--- config.mk ---
export PLATFORM = sky130hd
export DESIGN_NAME = pps_port
export DESIGN_NICKNAME = d
export VERILOG_FILES = /design/src/inc/pps_pkg.sv /design/src/pps_port.sv
export VERILOG_INCLUDE_DIRS = /design/src /design/src/inc
export SDC_FILE = /design/constraint.sdc
export NUM_CORES = 1
export LEC_CHECK = 0
export ABC_AREA = 1
export BUFFER_PORTS_ARGS = -buffer_cell sky130_fd_sc_hd__clkbuf_2
export CAP_MARGIN = 20
export CORE_AREA = 4 4 105 107
export DETAILED_ROUTE_END_ITERATION = 10
export DIE_AREA = 0 0 109 111
export HOLD_SLACK_MARGIN = 0.1
export SLEW_MARGIN = 20
export SYNTH_ARGS = -nofsm -noshare
export SYNTH_HDL_FRONTEND = slang
export SYNTH_SLANG_ARGS = --single-unit
--- constraint.sdc ---
create_clock -name clk_sys -period 3.8 [get_ports clk_sys]
set_input_delay 0.38 -clock clk_sys [delete_from_list [all_inputs] [get_ports clk_sys]]
set_output_delay 0.38 -clock clk_sys [all_outputs]
set_load 0.01 [all_outputs]
--- src/inc/pps_defines.svh ---
// Register offsets, field positions and reset values of the parallel port.
`ifndef PPS_DEFINES_SVH
`define PPS_DEFINES_SVH

// ----------------------------------------------------------------
// Register offsets on the three address lines
// ----------------------------------------------------------------
`define PPS_ADDR_STATUS 3'h0
`define PPS_ADDR_CONTROL 3'h1
`define PPS_ADDR_DIRECTION 3'h2
`define PPS_ADDR_VALUE 3'h3
`define PPS_ADDR_STATUS_ALIAS 3'h4
`define PPS_ADDR_TIMER_CTRL 3'h5
`define PPS_ADDR_TIMER_HIGH 3'h6
`define PPS_ADDR_TIMER_LOW 3'h7

// ----------------------------------------------------------------
// Status register fields
// ----------------------------------------------------------------
`define PPS_ST_TIMER 0
`define PPS_ST_STROBE1 1
`define PPS_ST_STROBE2 2
`define PPS_ST_SUMMARY 7

// ----------------------------------------------------------------
// Port control register fields
// ----------------------------------------------------------------
`define PPS_PC_S1_IRQ_EN 0
`define PPS_PC_S1_EDGE 1
`define PPS_PC_LATCH_EN 2
`define PPS_PC_L2_CTL 3
`define PPS_PC_L2_MODE 4
`define PPS_PC_L2_DIR 5
`define PPS_PC_PORT_RESET 7

// ----------------------------------------------------------------
// Reset values
// ----------------------------------------------------------------
`define PPS_CONTROL_RESET 8'h80
`define PPS_BYTE_ZERO 8'h00

`endif

--- src/inc/pps_pkg.sv ---
// Types shared by the parallel port design.
package pps_pkg;

	// Output behaviour of the second control line
	typedef enum logic [1:0] {
		pps_l2_input,
		pps_l2_plain,
		pps_l2_handshake,
		pps_l2_irq_ack
	} pps_l2_mode_t;

endpackage : pps_pkg

--- src/pps_port.sv ---
// Parallel port with composite status register, strobe lines and bus register file.
//
// Behaviour
// - Read-only status holds three individual flags
// - Summary follows flags gated by enables
// - Summary clear when all enabled flags clear
// - Timer flag clears on reset or initialisation
// - Counter read clears after status read
// - Status bits three to six read zero
// - Direction bit one drives pin out
// - Data writes change only output bits
// - Input bits live or latched by strobe
// - Port reset clears data, direction, strobe flags
// - Port reset set by reset, cleared by zero
// - Strobe edge sets first strobe flag except during port reset
// - Strobe flag clears on data access after status read
// - Edge select: zero falling, one rising
// - Latch captures once, data read re-arms
// - Second line input sets second strobe flag
// - Plain output mode drives control bit
// - Handshake pulse low for one bus phase
// - Acknowledge high on flag, low after clear
// - Control bit six has no function
// - Address lines select registers directly
`timescale 1ns/1ps
`default_nettype none
`include "pps_defines.svh"

module pps_port #(
	parameter int WIDTH = 8
) (
	input wire logic clk_sys,
	input wire logic sys_rst,
	input wire logic ext_reset_n,
	input wire logic bus_phase,
	input wire logic bus_sel,
	input wire logic bus_rd,
	input wire logic bus_wr,
	input wire logic [2:0] bus_addr,
	input wire logic [7:0] bus_wdata,
	output logic [7:0] bus_rdata,
	output logic irq_n,
	input wire logic [WIDTH-1:0] port_pins_in,
	output logic [WIDTH-1:0] port_pins_out,
	output logic [WIDTH-1:0] port_pins_oe,
	input wire logic strobe_in_line,
	input wire logic strobe_io_line_in,
	output logic strobe_io_line_out,
	output logic strobe_io_line_oe,
	input wire logic timer_flag_set,
	input wire logic timer_irq_en,
	input wire logic timer_soft_reset,
	input wire logic timer_counter_init,
	input wire logic timer_latch_write,
	input wire logic interval_mode_sel,
	input wire logic timer_counter_read
);

	// ----------------------------------------------------------------
	// Declarations
	// ----------------------------------------------------------------
	logic [7:0] port_control_reg; // Port control register
	logic [WIDTH-1:0] pin_direction_reg; // Per-pin direction
	logic [WIDTH-1:0] port_out_reg; // Output data bits
	logic [WIDTH-1:0] latch_reg; // Strobe-captured inputs
	logic latch_full_reg; // Latch holds data not yet read
	logic timer_flag_reg; // Timer flag
	logic strobe1_flag_reg; // First strobe flag
	logic strobe2_flag_reg; // Second strobe flag
	logic timer_seen_reg; // Status read saw timer flag set
	logic strobe1_seen_reg; // Status read saw strobe1 flag set
	logic strobe2_seen_reg; // Status read saw strobe2 flag set
	logic line2_out_reg; // Second line output level
	logic pulse_pending_reg; // Handshake pulse requested
	logic pulse_low_reg; // Handshake pulse in progress
	logic phase_d_reg; // Bus phase delayed
	logic [7:0] bus_rdata_reg; // Registered read data
	logic [2:0] rst_sync_reg; // External reset synchroniser
	logic [2:0] s1_sync_reg; // Strobe input synchroniser
	logic [2:0] s2_sync_reg; // Second line synchroniser
	logic [2:0] ph_sync_reg; // Bus phase synchroniser
	logic [WIDTH-1:0] pin_sync1_reg; // Pin synchroniser stage one
	logic [WIDTH-1:0] pin_sync2_reg; // Pin synchroniser stage two
	logic [WIDTH-1:0] pin_sync3_reg; // Pin synchroniser stage three
	logic [WIDTH-1:0] pin_live_reg; // Agreed pin levels
	logic ext_rst_active; // External reset asserted
	logic port_reset; // Port held in reset
	logic s1_level_reg; // Agreed strobe input level
	logic s2_level_reg; // Agreed second line level
	logic ph_level_reg; // Agreed bus phase level
	logic s1_edge; // Active edge on strobe input
	logic s2_edge; // Active edge on second line
	logic phase_rise; // Rising edge of the bus phase
	logic access_rd; // Bus read this cycle
	logic access_wr; // Bus write this cycle
	logic status_rd; // Read of the status register
	logic value_access; // Read or write of data register
	logic value_rd; // Read of data register
	logic summary; // Summary interrupt
	logic timer_clear; // Timer flag clear this cycle
	logic strobe1_clear; // First strobe flag clear
	logic strobe2_clear; // Second strobe flag clear
	logic [7:0] status_byte; // Assembled status value
	logic [WIDTH-1:0] input_view; // Input bits seen by the bus
	pps_pkg::pps_l2_mode_t l2_mode; // Second line behaviour

	// ----------------------------------------------------------------
	// Helper functions
	// ----------------------------------------------------------------
	// Active edge detector chosen by an edge select bit
	function automatic logic edge_hit(input logic now, input logic prev, input logic rising);
		edge_hit = rising ? (now & ~prev) : (~now & prev);
	endfunction : edge_hit

	// Second line behaviour from the direction, mode and control bits
	function automatic pps_pkg::pps_l2_mode_t l2_decode(input logic [7:0] pc);
		if (!pc[`PPS_PC_L2_DIR]) begin
			l2_decode = pps_pkg::pps_l2_input;
		end else if (pc[`PPS_PC_L2_MODE]) begin
			l2_decode = pps_pkg::pps_l2_plain;
		end else if (pc[`PPS_PC_L2_CTL]) begin
			l2_decode = pps_pkg::pps_l2_handshake;
		end else begin
			l2_decode = pps_pkg::pps_l2_irq_ack;
		end
	endfunction : l2_decode

	// ----------------------------------------------------------------
	// Input synchronisers
	// ----------------------------------------------------------------
	// Three stages per line; a level is accepted when stages two and three agree
	always_ff @(posedge clk_sys) begin
		if (sys_rst) begin
			rst_sync_reg <= 3'h7;
			s1_sync_reg <= 3'h0;
			s2_sync_reg <= 3'h0;
			ph_sync_reg <= 3'h0;
		end else begin
			rst_sync_reg <= {rst_sync_reg[1:0], ext_reset_n};
			s1_sync_reg <= {s1_sync_reg[1:0], strobe_in_line};
			s2_sync_reg <= {s2_sync_reg[1:0], strobe_io_line_in};
			ph_sync_reg <= {ph_sync_reg[1:0], bus_phase};
		end
	end

	// Agreed levels of the control lines
	always_ff @(posedge clk_sys) begin
		if (sys_rst) begin
			s1_level_reg <= 1'b0;
			s2_level_reg <= 1'b0;
			ph_level_reg <= 1'b0;
		end else begin
			if (s1_sync_reg[1] == s1_sync_reg[2]) begin
				s1_level_reg <= s1_sync_reg[2];
			end
			if (s2_sync_reg[1] == s2_sync_reg[2]) begin
				s2_level_reg <= s2_sync_reg[2];
			end
			if (ph_sync_reg[1] == ph_sync_reg[2]) begin
				ph_level_reg <= ph_sync_reg[2];
			end
		end
	end

	// Port pins, one generate slice per bit
	genvar gi;
	generate
		for (gi = 0; gi < WIDTH; gi++) begin : g_pin
			always_ff @(posedge clk_sys) begin
				if (sys_rst) begin
					pin_sync1_reg[gi] <= 1'b0;
					pin_sync2_reg[gi] <= 1'b0;
					pin_sync3_reg[gi] <= 1'b0;
					pin_live_reg[gi] <= 1'b0;
				end else begin
					pin_sync1_reg[gi] <= port_pins_in[gi];
					pin_sync2_reg[gi] <= pin_sync1_reg[gi];
					pin_sync3_reg[gi] <= pin_sync2_reg[gi];
					if (pin_sync2_reg[gi] == pin_sync3_reg[gi]) begin
						pin_live_reg[gi] <= pin_sync3_reg[gi];
					end
				end
			end
		end
	endgenerate

	// ----------------------------------------------------------------
	// Edge detection and access decode
	// ----------------------------------------------------------------
	// Previous levels for edge detection
	logic s1_prev_reg;
	logic s2_prev_reg;
	always_ff @(posedge clk_sys) begin
		if (sys_rst) begin
			s1_prev_reg <= 1'b0;
			s2_prev_reg <= 1'b0;
			phase_d_reg <= 1'b0;
		end else begin
			s1_prev_reg <= s1_level_reg;
			s2_prev_reg <= s2_level_reg;
			phase_d_reg <= ph_level_reg;
		end
	end

	assign ext_rst_active = ~rst_sync_reg[2] & ~rst_sync_reg[1];
	assign port_reset = port_control_reg[`PPS_PC_PORT_RESET];
	assign s1_edge = edge_hit(s1_level_reg, s1_prev_reg, port_control_reg[`PPS_PC_S1_EDGE]);
	assign s2_edge = edge_hit(s2_level_reg, s2_prev_reg, port_control_reg[`PPS_PC_L2_MODE]);
	assign phase_rise = ph_level_reg & ~phase_d_reg;
	assign access_rd = bus_sel & bus_rd;
	assign access_wr = bus_sel & bus_wr;
	assign l2_mode = l2_decode(port_control_reg);

	// Address decode, two status addresses
	always_comb begin
		status_rd = 1'b0;
		value_access = 1'b0;
		if (bus_addr == `PPS_ADDR_STATUS || bus_addr == `PPS_ADDR_STATUS_ALIAS) begin
			status_rd = access_rd;
		end else if (bus_addr == `PPS_ADDR_VALUE) begin
			value_access = access_rd | access_wr;
		end
	end
	assign value_rd = access_rd && bus_addr == `PPS_ADDR_VALUE;

	// ----------------------------------------------------------------
	// Port control register
	// ----------------------------------------------------------------
	// Reset bit set by external reset or a one, cleared only by a zero
	always_ff @(posedge clk_sys) begin
		if (sys_rst) begin
			port_control_reg <= `PPS_CONTROL_RESET;
		end else begin
			if (access_wr && bus_addr == `PPS_ADDR_CONTROL) begin
				port_control_reg <= bus_wdata;
			end
			if (ext_rst_active) begin
				port_control_reg[`PPS_PC_PORT_RESET] <= 1'b1;
			end
		end
	end

	// ----------------------------------------------------------------
	// Direction and output data
	// ----------------------------------------------------------------
	// Direction writes take effect only while the port is out of reset
	always_ff @(posedge clk_sys) begin
		if (sys_rst || port_reset) begin
			pin_direction_reg <= '0;
		end else if (access_wr && bus_addr == `PPS_ADDR_DIRECTION) begin
			pin_direction_reg <= bus_wdata[WIDTH-1:0];
		end
	end

	// Only bits of output pins take the written value
	always_ff @(posedge clk_sys) begin
		if (sys_rst || port_reset) begin
			port_out_reg <= '0;
		end else if (access_wr && bus_addr == `PPS_ADDR_VALUE) begin
			port_out_reg <= (bus_wdata[WIDTH-1:0] & pin_direction_reg)
				| (port_out_reg & ~pin_direction_reg);
		end
	end

	assign port_pins_out = port_out_reg & pin_direction_reg;
	assign port_pins_oe = pin_direction_reg;

	// ----------------------------------------------------------------
	// Input latch
	// ----------------------------------------------------------------
	// First edge captures, a data read re-arms
	always_ff @(posedge clk_sys) begin
		if (sys_rst || port_reset || !port_control_reg[`PPS_PC_LATCH_EN]) begin
			latch_full_reg <= 1'b0;
			latch_reg <= '0;
		end else if (value_rd) begin
			latch_full_reg <= 1'b0;
		end else if (s1_edge && !latch_full_reg) begin
			latch_reg <= pin_live_reg;
			latch_full_reg <= 1'b1;
		end
	end

	// Live or latched view of input bits
	assign input_view = (port_control_reg[`PPS_PC_LATCH_EN] && latch_full_reg)
		? latch_reg : pin_live_reg;

	// ----------------------------------------------------------------
	// Interrupt flags
	// ----------------------------------------------------------------
	assign timer_clear = timer_soft_reset | ext_rst_active | timer_counter_init
		| (timer_latch_write & interval_mode_sel)
		| (timer_counter_read & timer_seen_reg);
	assign strobe1_clear = value_access & strobe1_seen_reg;
	assign strobe2_clear = value_access & strobe2_seen_reg;

	// Timer flag, set wins over clear
	always_ff @(posedge clk_sys) begin
		if (sys_rst) begin
			timer_flag_reg <= 1'b0;
		end else if (timer_flag_set) begin
			timer_flag_reg <= 1'b1;
		end else if (timer_clear) begin
			timer_flag_reg <= 1'b0;
		end
	end

	// Strobe flags; port reset holds them clear
	always_ff @(posedge clk_sys) begin
		if (sys_rst || port_reset) begin
			strobe1_flag_reg <= 1'b0;
			strobe2_flag_reg <= 1'b0;
		end else begin
			if (s1_edge) begin
				strobe1_flag_reg <= 1'b1;
			end else if (strobe1_clear) begin
				strobe1_flag_reg <= 1'b0;
			end
			if (s2_edge && l2_mode == pps_pkg::pps_l2_input) begin
				strobe2_flag_reg <= 1'b1;
			end else if (strobe2_clear) begin
				strobe2_flag_reg <= 1'b0;
			end
		end
	end

	// Record that a status read saw each flag set
	always_ff @(posedge clk_sys) begin
		if (sys_rst) begin
			timer_seen_reg <= 1'b0;
			strobe1_seen_reg <= 1'b0;
			strobe2_seen_reg <= 1'b0;
		end else begin
			if (status_rd && timer_flag_reg) begin
				timer_seen_reg <= 1'b1;
			end else if (timer_clear || !timer_flag_reg) begin
				timer_seen_reg <= 1'b0;
			end
			if (status_rd && strobe1_flag_reg) begin
				strobe1_seen_reg <= 1'b1;
			end else if (strobe1_clear || !strobe1_flag_reg) begin
				strobe1_seen_reg <= 1'b0;
			end
			if (status_rd && strobe2_flag_reg) begin
				strobe2_seen_reg <= 1'b1;
			end else if (strobe2_clear || !strobe2_flag_reg) begin
				strobe2_seen_reg <= 1'b0;
			end
		end
	end

	// Summary is a pure function of flags and enables, order independent
	assign summary = (timer_flag_reg & timer_irq_en)
		| (strobe1_flag_reg & port_control_reg[`PPS_PC_S1_IRQ_EN])
		| (strobe2_flag_reg & port_control_reg[`PPS_PC_L2_CTL]
			& ~port_control_reg[`PPS_PC_L2_DIR]);
	assign irq_n = ~summary;
	assign status_byte = {summary, 4'h0, strobe2_flag_reg, strobe1_flag_reg,
		timer_flag_reg};

	// ----------------------------------------------------------------
	// Second control line output
	// ----------------------------------------------------------------
	// Handshake pulse request from a data register access
	always_ff @(posedge clk_sys) begin
		if (sys_rst || port_reset || l2_mode != pps_pkg::pps_l2_handshake) begin
			pulse_pending_reg <= 1'b0;
			pulse_low_reg <= 1'b0;
		end else if (value_access) begin
			pulse_pending_reg <= 1'b1;
		end else if (phase_rise) begin
			pulse_low_reg <= pulse_pending_reg;
			pulse_pending_reg <= 1'b0;
		end
	end

	// Line level per mode
	always_ff @(posedge clk_sys) begin
		if (sys_rst) begin
			line2_out_reg <= 1'b1;
		end else begin
			case (l2_mode)
				pps_pkg::pps_l2_plain: begin
					line2_out_reg <= port_control_reg[`PPS_PC_L2_CTL];
				end
				pps_pkg::pps_l2_handshake: begin
					line2_out_reg <= ~pulse_low_reg;
				end
				pps_pkg::pps_l2_irq_ack: begin
					if (strobe1_flag_reg) begin
						line2_out_reg <= 1'b1;
					end else if (phase_rise) begin
						line2_out_reg <= 1'b0;
					end
				end
				default: begin
					line2_out_reg <= 1'b1;
				end
			endcase
		end
	end

	assign strobe_io_line_out = line2_out_reg;
	assign strobe_io_line_oe = (l2_mode != pps_pkg::pps_l2_input);

	// ----------------------------------------------------------------
	// Read data
	// ----------------------------------------------------------------
	// Registered read mux; timer addresses read zero here
	always_ff @(posedge clk_sys) begin
		if (sys_rst) begin
			bus_rdata_reg <= `PPS_BYTE_ZERO;
		end else if (access_rd) begin
			if (bus_addr == `PPS_ADDR_STATUS || bus_addr == `PPS_ADDR_STATUS_ALIAS) begin
				bus_rdata_reg <= status_byte;
			end else if (bus_addr == `PPS_ADDR_CONTROL) begin
				bus_rdata_reg <= port_control_reg;
			end else if (bus_addr == `PPS_ADDR_DIRECTION) begin
				bus_rdata_reg <= 8'(pin_direction_reg);
			end else if (bus_addr == `PPS_ADDR_VALUE) begin
				bus_rdata_reg <= 8'((port_out_reg & pin_direction_reg)
					| (input_view & ~pin_direction_reg));
			end else begin
				bus_rdata_reg <= `PPS_BYTE_ZERO;
			end
		end
	end
	assign bus_rdata = bus_rdata_reg;

endmodule : pps_port
`default_nettype wire

==> summary.txt <==
Number of routed nets with antenna violations - 0
RePlAce Congestion - 0.9064
Status - complete, no violations
Synth Cell Area - 3931 um2
Achievable Freq - 0.5967 GHz
Die X-Extent - 109 um
# diodes - 0
Final Hold Slack - 0.2122 ns
Total CTS buffers - 9
CTS H-tree depth - 3
Root Buffer - clkbuf_8
Gr usage total - 0.1453
PortBufs - 61
CP Capture Type - flip-flop
Final-stage net count - 632
Crit Path Class - primary input to flip-flop
Drt wl/cell - 11.75 um
GRT Residual Overflow - 0
Uppermost layer routed - met4
Min Tclk post-route - 1.676 ns
Final worst path period share - 0.4410
Share of layout cells above drive strength 1 - 0.1498
Final setup margin - 2.124 ns
Post-Syn Nets - 575
Min-delay src - port_pins_in[3]
Synth-to-layout area growth - 15.21%
Worst reg2reg setup slack - 2.19 ns
Wire length on met3 - 412 um
Max-Cap Viols - 0
Vias per cell - 4.570
CP max FO - 13
Die footprint - 12100 um2
Post-synthesis register bit count - 100
# fillers - 1086
Yosys cell types - 23
Crit start category - primary input
Setup_tns - 0 ns
Worst-Margin Slew - 0.7103 ns
Clk sinks - 100
Met1 wire length - 4070 um
Worst reg2reg path depth - 5
Worst path required time - 4.03 ns
Crit path from - bus_addr[0]
Worst Setup EP - port_control_reg[3]
R2r endpoint - latch_reg[4]
Final slew viol count - 0
Most frequent cells in the layout - inv_1, dfxtp_1, nand2_1, nor2_1
Metal2 WL - 3987 um
Largest net degree at the start of global routing - 37
Ys Warns - 0
Post-CTS setup buffer count - 0
Clk slew on worst S/H paths - 0.09 ns
Post-Syn Instances - 540
DR vias - 3368
Avg Cell Area, Syn - 7.280 um2
Final hold violations - 0
RSZ-0062 raised after global routing - false
Initial antenna violation count - 0
I/O pin cnt - 62
Core Region - 10140 um2
Final HPWL DP - 6513 um
Slew headroom - 0.5239
Starting density of the core - 0.3878
CTS tree - done
Worst-skew pair later-pin latency - 0.35 ns
Sequential share of the synthesized area - 0.5092
Drc violations - 0
Vias in the first global route - 3030
Peak VDD IR - 0.1920 mV
Max Buffers Root-to-Sink - 2
First-pass GRT wire length - 14170 um
Total leakage power - 2.000 nW
Reg-to-reg startpoint - port_control_reg[7]
Setup WS pre-CTS - 1.786 ns
Die height - 111 um
Critical Path AT - 1.90 ns
Routed wire length - 8659 um
CTS Hold Bufs - 0
Layout Skew - 0.01532 ns
First-pass iteration count of the detailed router - 6
Power Density - 408.6 nW/um2
PostCTS Resize Cnt - 0
Core Rows - 37
Final setup vio count - 0
Iter 0 DRT Violations - 182
Hold crit path type - primary input to flip-flop
## per-stage QoR
| stage | instance area (um2) | util | cells | total power, mW |
|---|---|---|---|---|
| 4_1_cts | 4529 | 0.4467 | 737 | 1.876 |
| 2_1_floorplan | 3931 | - | 540 | 1.153 |
| 3_5_place_dp | 4328 | 0.4269 | 722 | 1.192 |
| 3_3_place_gp | 4328 | 0.4269 | 722 | 1.191 |
| 5_1_grt | 4529 | 0.4467 | 737 | 1.932 |
| 6_report | 4529 | 0.4467 | 737 | 1.851 |
## per-layer routing
| metal | vias up | GRT usage |
|---|---|---|
| met4 | 0 | 0.06397 |
| met3 | 14 | 0.02155 |
| li1 | 1788 | - |
| met1 | 1483 | 0.1927 |
| met2 | 83 | 0.2318 |
| met5 | - | 0 |
## area by class of cell
class	instances	area [um2]	share of cell area
clock buffers	12	155.1	0.03425
multi-input cells	322	1460	0.3224
clock inverters	3	46.29	0.01022
repair buffers	62	312.8	0.06906
well taps	136	170.2	0.03757
inverters	102	382.9	0.08453
flip-flops and latches	100	2002	0.4420
## synthesized netlist by cell type, drive strengths merged
| library cell | count | share of area |
|---|---|---|
| or2 | 4 | 0.0064 |
| clkbuf | 9 | 0.0086 |
| inv | 102 | 0.097 |
| nor2 | 73 | 0.072 |
| o21ai | 41 | 0.052 |
| a211oi | 4 | 0.0076 |
| dfxtp | 100 | 0.51 |
| buf | 7 | 0.013 |
| nand2 | 97 | 0.095 |
| a21oi | 61 | 0.078 |
| o2111ai | 1 | 0.0022 |
| nand4 | 3 | 0.0048 |
| nand3 | 33 | 0.043 |
| nor3 | 5 | 0.011 |
## critical path: stages
cell	delay, ns
clkbuf_2	0.15
inv_1	0.06
nor3_2	0.54
nand2_1	0.41
o21ai_0	0.30
a21oi_1	0.06
## how the worst min path moves through the flow
stage	end	slack, ns	cells after the start
floorplan	ph_sync_reg[1]	0.39	2
global placement	pin_sync2_reg[4]	0.39	2
detailed placement	pin_sync2_reg[4]	0.40	2
CTS	pin_sync1_reg[3]	0.20	3
global route	pin_sync1_reg[3]	0.20	3
finish	pin_sync1_reg[3]	0.21	3
## logic make-up (layout without fill, tap and decap cells)
| kind of cell | Yosys count | in the layout | share of synthesized area |
|---|---|---|---|
| flip-flops | 100 | 100 | 0.5092 |
| AO/OA/AOI/OAI | 107 | 107 | 0.1397 |
| buffers and inverters | 118 | 179 | 0.1193 |
| AND/OR/NAND/NOR | 215 | 215 | 0.2317 |
## power by group
part | switching (mW) | leakage, nW | internal (mW)
clock network | 0.345 | 0.0987 | 0.339
registers | 0.00952 | 0.813 | 1.07
logic | 0.0580 | 1.09 | 0.0326
total | 0.413 | 2.00 | 1.44
No activity file was read; power rests on OpenSTA's default activity.
